`src/rtl/pef_pkg.sv`:
```
/*
 * pef_pkg: constants, register map and carrier types for the packet event filter.
 * assumes a single pclk domain; packets arrive from logic on the same clock.
 */
package pef_pkg;

    // register byte offsets
    localparam logic [11:0] PEF_OFS_SEL0 = 12'h0EC;
    localparam logic [11:0] PEF_OFS_SEL1 = 12'h0FC;
    localparam logic [11:0] PEF_OFS_HITS = 12'h100;
    localparam logic [11:0] PEF_OFS_LAST = 12'h104;

    // select register field positions
    localparam int PEF_LEN_HI = 27;
    localparam int PEF_LEN_LO = 25;
    localparam int PEF_ATTR_HI = 24;
    localparam int PEF_ATTR_LO = 21;
    localparam int PEF_SRC_HI = 20;
    localparam int PEF_SRC_LO = 16;
    localparam int PEF_PORT0_BIT = 14;
    localparam int PEF_PORT1_BIT = 15;
    localparam int PEF_TYPE_HI = 13;
    localparam int PEF_TYPE_LO = 7;
    localparam int PEF_MASK_HI = 6;
    localparam int PEF_MASK_LO = 0;

    // reset values and writable bits
    localparam logic [31:0] PEF_SEL_RESET = 32'h0000_0000;
    localparam logic [31:0] PEF_SEL_WMASK = 32'h0FFF_FFFF;

    // length codes and match-all values
    localparam logic [2:0] PEF_LEN_ANY = 3'h7;
    localparam logic [2:0] PEF_LEN_MAX = 3'h4;
    localparam logic [3:0] PEF_ATTR_ANY = 4'hF;
    localparam logic [4:0] PEF_SRC_ANY = 5'h1F;
    localparam logic [6:0] PEF_MASK_ALL = 7'h7F;

    // counter count mode that accumulates length
    localparam logic [1:0] PEF_MODE_LENGTH = 2'h2;
    localparam logic [7:0] PEF_INC_ONE = 8'h01;
    localparam logic [7:0] PEF_LEN_UNIT = 8'h08;

    // select register layout
    typedef struct packed {
        logic [3:0] rsvd;
        logic [2:0] len;
        logic [3:0] attr;
        logic [4:0] src;
        logic [1:0] port;
        logic [6:0] tdata;
        logic [6:0] tmask;
    } pef_sel_t;

    // received packet header as seen by the filter
    typedef struct packed {
        logic resp;
        logic port;
        logic [2:0] len;
        logic [3:0] attr;
        logic [4:0] src;
        logic [6:0] ptype;
    } pef_pkt_t;

    // event handed to one performance counter
    typedef struct packed {
        logic hit;
        logic [7:0] inc;
    } pef_ev_t;

endpackage

```
`src/rtl/pef_top.sv`:
```
/*
 * pef_top: two packet event filters for the scale port performance counters,
 * with their select registers on an apb slave.
 * assumes packets and count modes come from logic on pclk; one packet per cycle.
 */
// Functional notes
// - every packet received on the scale port is a candidate event
// - inbound requests and responses to our own requests are both candidates
// - event fires only when every group matches; alternatives within group OR
// - length select 111 any, 000..100 exact size code, 101/110 reserved
// - attribute 1111 matches all, otherwise exact match required
// - source node all ones matches all, otherwise exact match required
// - port bit 14 enables port zero, bit 15 enables port one
// - request type compared as major, minor and coherency bits
// - response type compared as response type, completion and coherency bits
// - mask bit one removes that type bit from the compare; 7Fh all
// - count mode 10 makes counter add packet length instead of one
`timescale 1ns/1ps
`default_nettype none
module pef_top
    import pef_pkg::*;
(
    // clock, reset, enable
    input wire logic pclk,
    input wire logic presetn,
    input wire logic ce,
    // apb slave
    input wire logic psel,
    input wire logic penable,
    input wire logic pwrite,
    input wire logic [11:0] paddr,
    input wire logic [31:0] pwdata,
    input wire logic [3:0] pstrb,
    output logic [31:0] prdata,
    output logic pready,
    output logic pslverr,
    // received packets
    input wire logic pkt_valid,
    input wire pef_pkt_t pkt,
    // counter side
    input wire logic [1:0] count_mode0,
    input wire logic [1:0] count_mode1,
    output pef_ev_t ev0,
    output pef_ev_t ev1
);
    // register state
    pef_sel_t sel_q [2];
    pef_sel_t sel_d [2];
    logic [15:0] hits_q [2];
    logic [15:0] hits_d [2];
    pef_pkt_t last_q;
    pef_pkt_t last_d;
    logic [31:0] prdata_q;
    logic [31:0] prdata_d;
    // event state
    pef_ev_t ev_q [2];
    pef_ev_t ev_d [2];

    logic [1:0] match;
    logic [1:0] mode [2];
    logic setup;
    logic access;
    logic wr;
    logic mapped;
    logic hits_clr;
    logic [31:0] wmask;

    assign mode[0] = count_mode0;
    assign mode[1] = count_mode1;

    // one matcher per counter copy
    for (genvar i = 0; i < 2; i++) begin : g_match
        pef_match u_match (
            .sel(sel_q[i]),
            .pkt(pkt),
            .match(match[i])
        );
    end

    // apb decode
    always_comb begin
        setup = psel && !penable;
        access = psel && penable;
        mapped = (paddr == PEF_OFS_SEL0) || (paddr == PEF_OFS_SEL1) ||
                 (paddr == PEF_OFS_HITS) || (paddr == PEF_OFS_LAST);
        wr = access && pwrite && mapped && ce;
        wmask = {{8{pstrb[3]}}, {8{pstrb[2]}}, {8{pstrb[1]}}, {8{pstrb[0]}}};
        hits_clr = wr && (paddr == PEF_OFS_HITS);
    end

    // zero wait state: read data is captured in the setup cycle
    assign pready = access && ce;
    assign pslverr = access && ce && !mapped;
    assign prdata = prdata_q;

    // register next values
    always_comb begin
        sel_d[0] = sel_q[0];
        sel_d[1] = sel_q[1];
        prdata_d = prdata_q;
        if (wr && paddr == PEF_OFS_SEL0) begin
            sel_d[0] = pef_sel_t'(((sel_q[0] & ~wmask) | (pwdata & wmask)) & PEF_SEL_WMASK);
        end
        if (wr && paddr == PEF_OFS_SEL1) begin
            sel_d[1] = pef_sel_t'(((sel_q[1] & ~wmask) | (pwdata & wmask)) & PEF_SEL_WMASK);
        end
        if (setup && !pwrite) begin
            unique case (paddr)
                PEF_OFS_SEL0: prdata_d = sel_q[0];
                PEF_OFS_SEL1: prdata_d = sel_q[1];
                PEF_OFS_HITS: prdata_d = {hits_q[1], hits_q[0]};
                PEF_OFS_LAST: prdata_d = {11'h000, last_q};
                default: prdata_d = 32'h0000_0000;
            endcase
        end
    end

    always_ff @(posedge pclk or negedge presetn) begin
        if (!presetn) begin
            sel_q[0] <= pef_sel_t'(PEF_SEL_RESET);
            sel_q[1] <= pef_sel_t'(PEF_SEL_RESET);
            prdata_q <= 32'h0000_0000;
        end else if (ce) begin
            sel_q[0] <= sel_d[0];
            sel_q[1] <= sel_d[1];
            prdata_q <= prdata_d;
        end
    end

    // event next values
    always_comb begin
        for (int i = 0; i < 2; i++) begin
            // every valid packet, request or response, goes through the matcher
            ev_d[i].hit = pkt_valid && match[i];
            ev_d[i].inc = 8'h00;
            if (pkt_valid && match[i]) begin
                // length mode: size in bytes, code 000 counted as 8
                ev_d[i].inc = (mode[i] == PEF_MODE_LENGTH) ?
                              8'(PEF_LEN_UNIT << pkt.len) : PEF_INC_ONE;
            end
            // a hit in the clearing cycle still counts
            hits_d[i] = hits_clr ? 16'h0000 : hits_q[i];
            if (pkt_valid && match[i]) begin
                hits_d[i] = hits_d[i] + 16'h0001;
            end
        end
        last_d = last_q;
        if (pkt_valid && |match) begin
            last_d = pkt;
        end
    end

    always_ff @(posedge pclk or negedge presetn) begin
        if (!presetn) begin
            ev_q[0] <= '0;
            ev_q[1] <= '0;
            hits_q[0] <= 16'h0000;
            hits_q[1] <= 16'h0000;
            last_q <= '0;
        end else if (ce) begin
            ev_q[0] <= ev_d[0];
            ev_q[1] <= ev_d[1];
            hits_q[0] <= hits_d[0];
            hits_q[1] <= hits_d[1];
            last_q <= last_d;
        end
    end

    // counter ignores inc while hit is low; frozen ce holds the pulse too
    assign ev0 = ev_q[0];
    assign ev1 = ev_q[1];
endmodule
`default_nettype wire

```
`src/rtl/pef_match.sv`:
```
/*
 * pef_match: combinational match of one packet header against one select register.
 * assumes the caller qualifies the result with its packet valid strobe.
 */
`timescale 1ns/1ps
`default_nettype none
module pef_match
    import pef_pkg::*;
(
    // programmed criteria
    input wire pef_sel_t sel,
    // packet header
    input wire pef_pkt_t pkt,
    // result
    output logic match
);
    logic len_ok;
    logic attr_ok;
    logic src_ok;
    logic port_ok;
    logic type_ok;

    always_comb begin
        // reserved codes 101 and 110 never match any packet
        len_ok = (sel.len == PEF_LEN_ANY) ||
                 ((sel.len <= PEF_LEN_MAX) && (sel.len == pkt.len));
        attr_ok = (sel.attr == PEF_ATTR_ANY) || (sel.attr == pkt.attr);
        src_ok = (sel.src == PEF_SRC_ANY) || (sel.src == pkt.src);
        // port bits are alternatives: either enabled port satisfies the group
        port_ok = pkt.port ? sel.port[1] : sel.port[0];
        // requests and responses share one bit layout, so one compare serves both
        type_ok = (((pkt.ptype ^ sel.tdata) & ~sel.tmask) == 7'h00);
        match = len_ok && attr_ok && src_ok && port_ok && type_ok;
    end

endmodule
`default_nettype wire

```
`config.mk`:
```
export PLATFORM = sky130hd
export DESIGN_NAME = pef_top
export DESIGN_NICKNAME = d
export VERILOG_FILES = /design/src/rtl/pef_pkg.sv /design/src/rtl/pef_top.sv /design/src/rtl/pef_match.sv
export SDC_FILE = /design/constraint.sdc
export NUM_CORES = 1
export LEC_CHECK = 0
export BUFFER_PORTS_ARGS = -buffer_cell sky130_fd_sc_hd__buf_2
export CAP_MARGIN = 25
export CORE_MARGIN = 1.5
export CORE_UTILIZATION = 53
export DETAILED_ROUTE_END_ITERATION = 16
export PLACE_DENSITY = 0.76
export SYNTH_ARGS = -nofsm -noshare
export SYNTH_HDL_FRONTEND = slang
export SYNTH_SLANG_ARGS = --single-unit
```
`constraint.sdc`:
```
create_clock -name pclk -period 3.3 [get_ports pclk]
set_clock_uncertainty 0.15 [all_clocks]
set_input_delay 0.33 -clock pclk [delete_from_list [all_inputs] [get_ports pclk]]
set_output_delay 0.33 -clock pclk [all_outputs]
set_load 0.01 [all_outputs]
```
==> metrics <==
outcome=finished clean; Crit path arrival time=2.98 ns; HPWL after DPL=15400 µm; post-DR wirelength/cell=20.8 µm; Net Switching=0.890 mW; Core Box Area=13900 µm²; Worst Setup End Kind=register; GRT Total Usage=29.8%; Starting Density=54.5%; drt total wl=21400 µm; remaining antenna violation count=0; IO Count=132; Setup-failing EPs final=0; Worst Tran Pin Value=0.745 ns; Slew Limit Fails=0; Cells after Synth=697; FP Rows=43; Final Hold Vio Count=0; setup TNS=0 ns; clk_lat worst skew=0.43 ns; Routability Congestion=0.880; FFs w/ async S/R, synth=100%; CTS H-tree depth=4; full die area=15100 µm²; CTS tree=yes; ant diodes=0; Worst slew margin=50.2%; CTS sink count=155; die height=123 µm; setup ws final=0.478 ns; layout cells sized above 1=31.7%; period utilization=85.5%; number of synthesized register bits=155; vias in the first global route=6249; P_int=3.00 mW; WP buf/inv=1; Area Overhead vs Synth=20.6%; Leak=4.62 nW; clock root buffer master=clkbuf_16; maxcap violations=0; Clock Path Buffers=2; initial antenna violation count=0; Crit-path slowest cell=o41ai_1; Crit Path Category=register to register; Syn Std Cell Area=7590 µm²; cts bufs inserted=17; Pre-antenna DRT Iters=5; clock slew at reported path FFs=0.06 ns; Initial DRC Count=542; synthesized area per cell=10.9 µm²; Clk pwr share=46.1%; Overflow after GRT=0; worst path required time=3.46 ns; RSZ-0062 raised after global routing=no; DRC=0; max frequency=354 MHz; pin count of the biggest net entering global routing=65; Post-CTS Resized=0; peak supply drop=0.296 mV; CP Cell Sequence=xor2_1 -> o41ai_1 -> o2111a_1 -> o2111a_1 -> a21o_1 -> buf_4 -> mux2_2; DR vias=6412; vias per cell=6.25; library cells used by synthesis=51; family with the most delay on the worst path=compound AO/OA/AOI/OAI gates; CP max FO=21; sequential power share=48.8%; pre-CTS setup slack=0.441 ns; Post CTS Setup Buffer Count=0; combinational share of power=5.0%; Die Width=123 µm; Ys Warns=0; Worst Setup Start Kind=register; Min Clock Period, post-route=2.82 ns; first-pass GRT wire length=33500 µm; Final Net Count=916; Max stage delay on crit path=0.45 ns; crit-path most repeated cell=o2111a_1; Synth Flop Type=dfrtp_1; Hold Crit Class=primary input to register; EDFF count, synth=0; IO Port Bufs=123; Net Sw Frac=22.9%; P per Cell Area=425 nW/µm²; register area share after synthesis=51.1%
Yosys cell counts (2+ instances only):
| cell type | number | share of area [%] |
|---|---|---|
| dfrtp_1 | 155 | 51 |
| mux2_2 | 78 | 12 |
| nand2_1 | 44 | 2.2 |
| a21oi_1 | 41 | 2.7 |
| o21ai_0 | 34 | 2.2 |
| clkbuf_1 | 33 | 1.6 |
| nand3_1 | 25 | 1.6 |
| xnor2_1 | 24 | 2.8 |
| a22oi_1 | 22 | 2.2 |
| inv_1 | 21 | 1.0 |
| nand4_1 | 19 | 1.6 |
| a21o_1 | 18 | 1.8 |
| or3_1 | 14 | 1.2 |
| nor2_1 | 13 | 0.64 |
| a22o_1 | 12 | 1.4 |
| and3_1 | 12 | 0.99 |
| a31o_2 | 11 | 1.3 |
| nor4_1 | 11 | 0.91 |
| xor2_1 | 11 | 1.3 |
| a221oi_1 | 10 | 1.2 |
| nor3_1 | 8 | 0.53 |
| a222oi_1 | 7 | 0.92 |
| and2_1 | 7 | 0.58 |
| o2bb2ai_1 | 7 | 0.81 |
| buf_2 | 6 | 0.40 |
| nand2b_1 | 6 | 0.49 |
| buf_4 | 5 | 0.49 |
| and4_1 | 4 | 0.46 |
| o22ai_1 | 4 | 0.33 |
| nor2b_1 | 3 | 0.25 |
| a2bb2oi_1 | 2 | 0.23 |
| a31oi_1 | 2 | 0.16 |
| and4b_1 | 2 | 0.26 |
| ha_1 | 2 | 0.33 |
| mux2i_1 | 2 | 0.26 |
| nand3b_1 | 2 | 0.20 |
| o2111a_1 | 2 | 0.30 |
| o2111ai_1 | 2 | 0.23 |
| o211a_1 | 2 | 0.26 |
| o221ai_1 | 2 | 0.23 |
| or4_1 | 2 | 0.20 |
layout by cell type (no fill, tap or decap), types with 4 or more instances in the layout:
| master | n |
|---|---|
| dfrtp_1 | 155 |
| buf_2 | 122 |
| mux2_2 | 78 |
| nand2_1 | 44 |
| a21oi_1 | 41 |
| o21ai_0 | 34 |
| nand3_1 | 25 |
| xnor2_1 | 24 |
| a22oi_1 | 22 |
| inv_1 | 21 |
| nand4_1 | 19 |
| buf_4 | 19 |
| a21o_1 | 18 |
| clkbuf_16 | 17 |
| dlygate4sd3_1 | 16 |
| or3_1 | 14 |
| nor2_1 | 13 |
| and3_1 | 12 |
| a22o_1 | 12 |
| xor2_1 | 11 |
| a31o_2 | 11 |
| nor4_1 | 10 |
| a221oi_1 | 10 |
| and2_1 | 7 |
| o2bb2ai_1 | 7 |
| a222oi_1 | 7 |
| nand2b_1 | 6 |
| nor3_2 | 4 |
| nor3_1 | 4 |
| o22ai_1 | 4 |
| and4_1 | 4 |
| conb_1 | 4 |
| clkinv_2 | 4 |
what timing repair did:
action / 4_1_cts / 5_1_grt
hold buffers: 16 / 0
setup endpoints to repair: 0 / 0
hold endpoints to repair: 77 / 0
power by group through the flow:
stage	Combinational, mW	Sequential (mW)	Clock, mW
2_1_floorplan	0.0578	1.94	0
3_3_place_gp	0.175	1.94	0
3_5_place_dp	0.181	1.94	0
4_1_cts	0.196	1.90	1.82
5_1_grt	0.214	1.90	1.90
6_report	0.195	1.90	1.80
area by class of cell:
type                       count  area (µm²)
inverter                      21        78.8
tap                          180         225
clock buffer                  20         437
clock inverter                11        98.8
multi-input combinational    479        3480
sequential                   155        3880
timing repair buffer         160         965
fill                        1075        4770
through the flow:
stage | instance area, µm² | hold WS (ns) | utilization, % | power (mW) | instances
final | 9160 | 0.0114 | 65.7 | 3.89 | 1026
after global routing | 9160 | 0.00958 | 65.7 | 4.01 | 1026
after CTS | 9160 | 0.000540 | 65.7 | 3.91 | 1026
after detailed placement | 8470 | 0.177 | 60.8 | 2.12 | 979
after global placement | 8470 | 0.172 | 60.8 | 2.11 | 979
after floorplan | 7600 | -0.116 | - | 1.99 | 700
logic make-up (layout without fill, tap and decap cells):
kind of cell             after synthesis  after routing  share of synthesized area (%)
AND/OR/NAND/NOR                      174            174                           12.2
buffers and inverters                 66            212                           3.61
flip-flops                           155            155                           51.1
other                                  1              4                         0.0494
XOR/XNOR                              35             35                           4.04
adder cells (fa/ha/maj)                2              2                          0.329
multiplexers                          80             80                           11.8
AO/OA/AOI/OAI                        184            184                           16.8
final timing paths:
| path | start | endpoint | slack (ns) | cells after the start |
|---|---|---|---|---|
| setup / recovery | register | last_q[7] | 0.48 | 7 |
| hold / removal | pwdata[21] | register | 0.01 | 2 |
| setup reg to reg | register | last_q[7] | 0.48 | 7 |
| hold reg to reg | prdata[31] | prdata[31] | 0.31 | 2 |
| max in group asynchronous | presetn | prdata[26] | 1.84 | 3 |
| min in group asynchronous | presetn | async pin | 0.28 | 2 |
metal layers:
layer  vias to the layer above  track usage (%)  part of all wire (%)
li1                       2869                -                     -
met5                         -                0                     0
met2                       270             46.3                    47
met3                        35             5.39                   7.8
met4                         0             10.4                   2.3
met1                      3238             42.1                    43
Power figures use the tool's default switching activity.
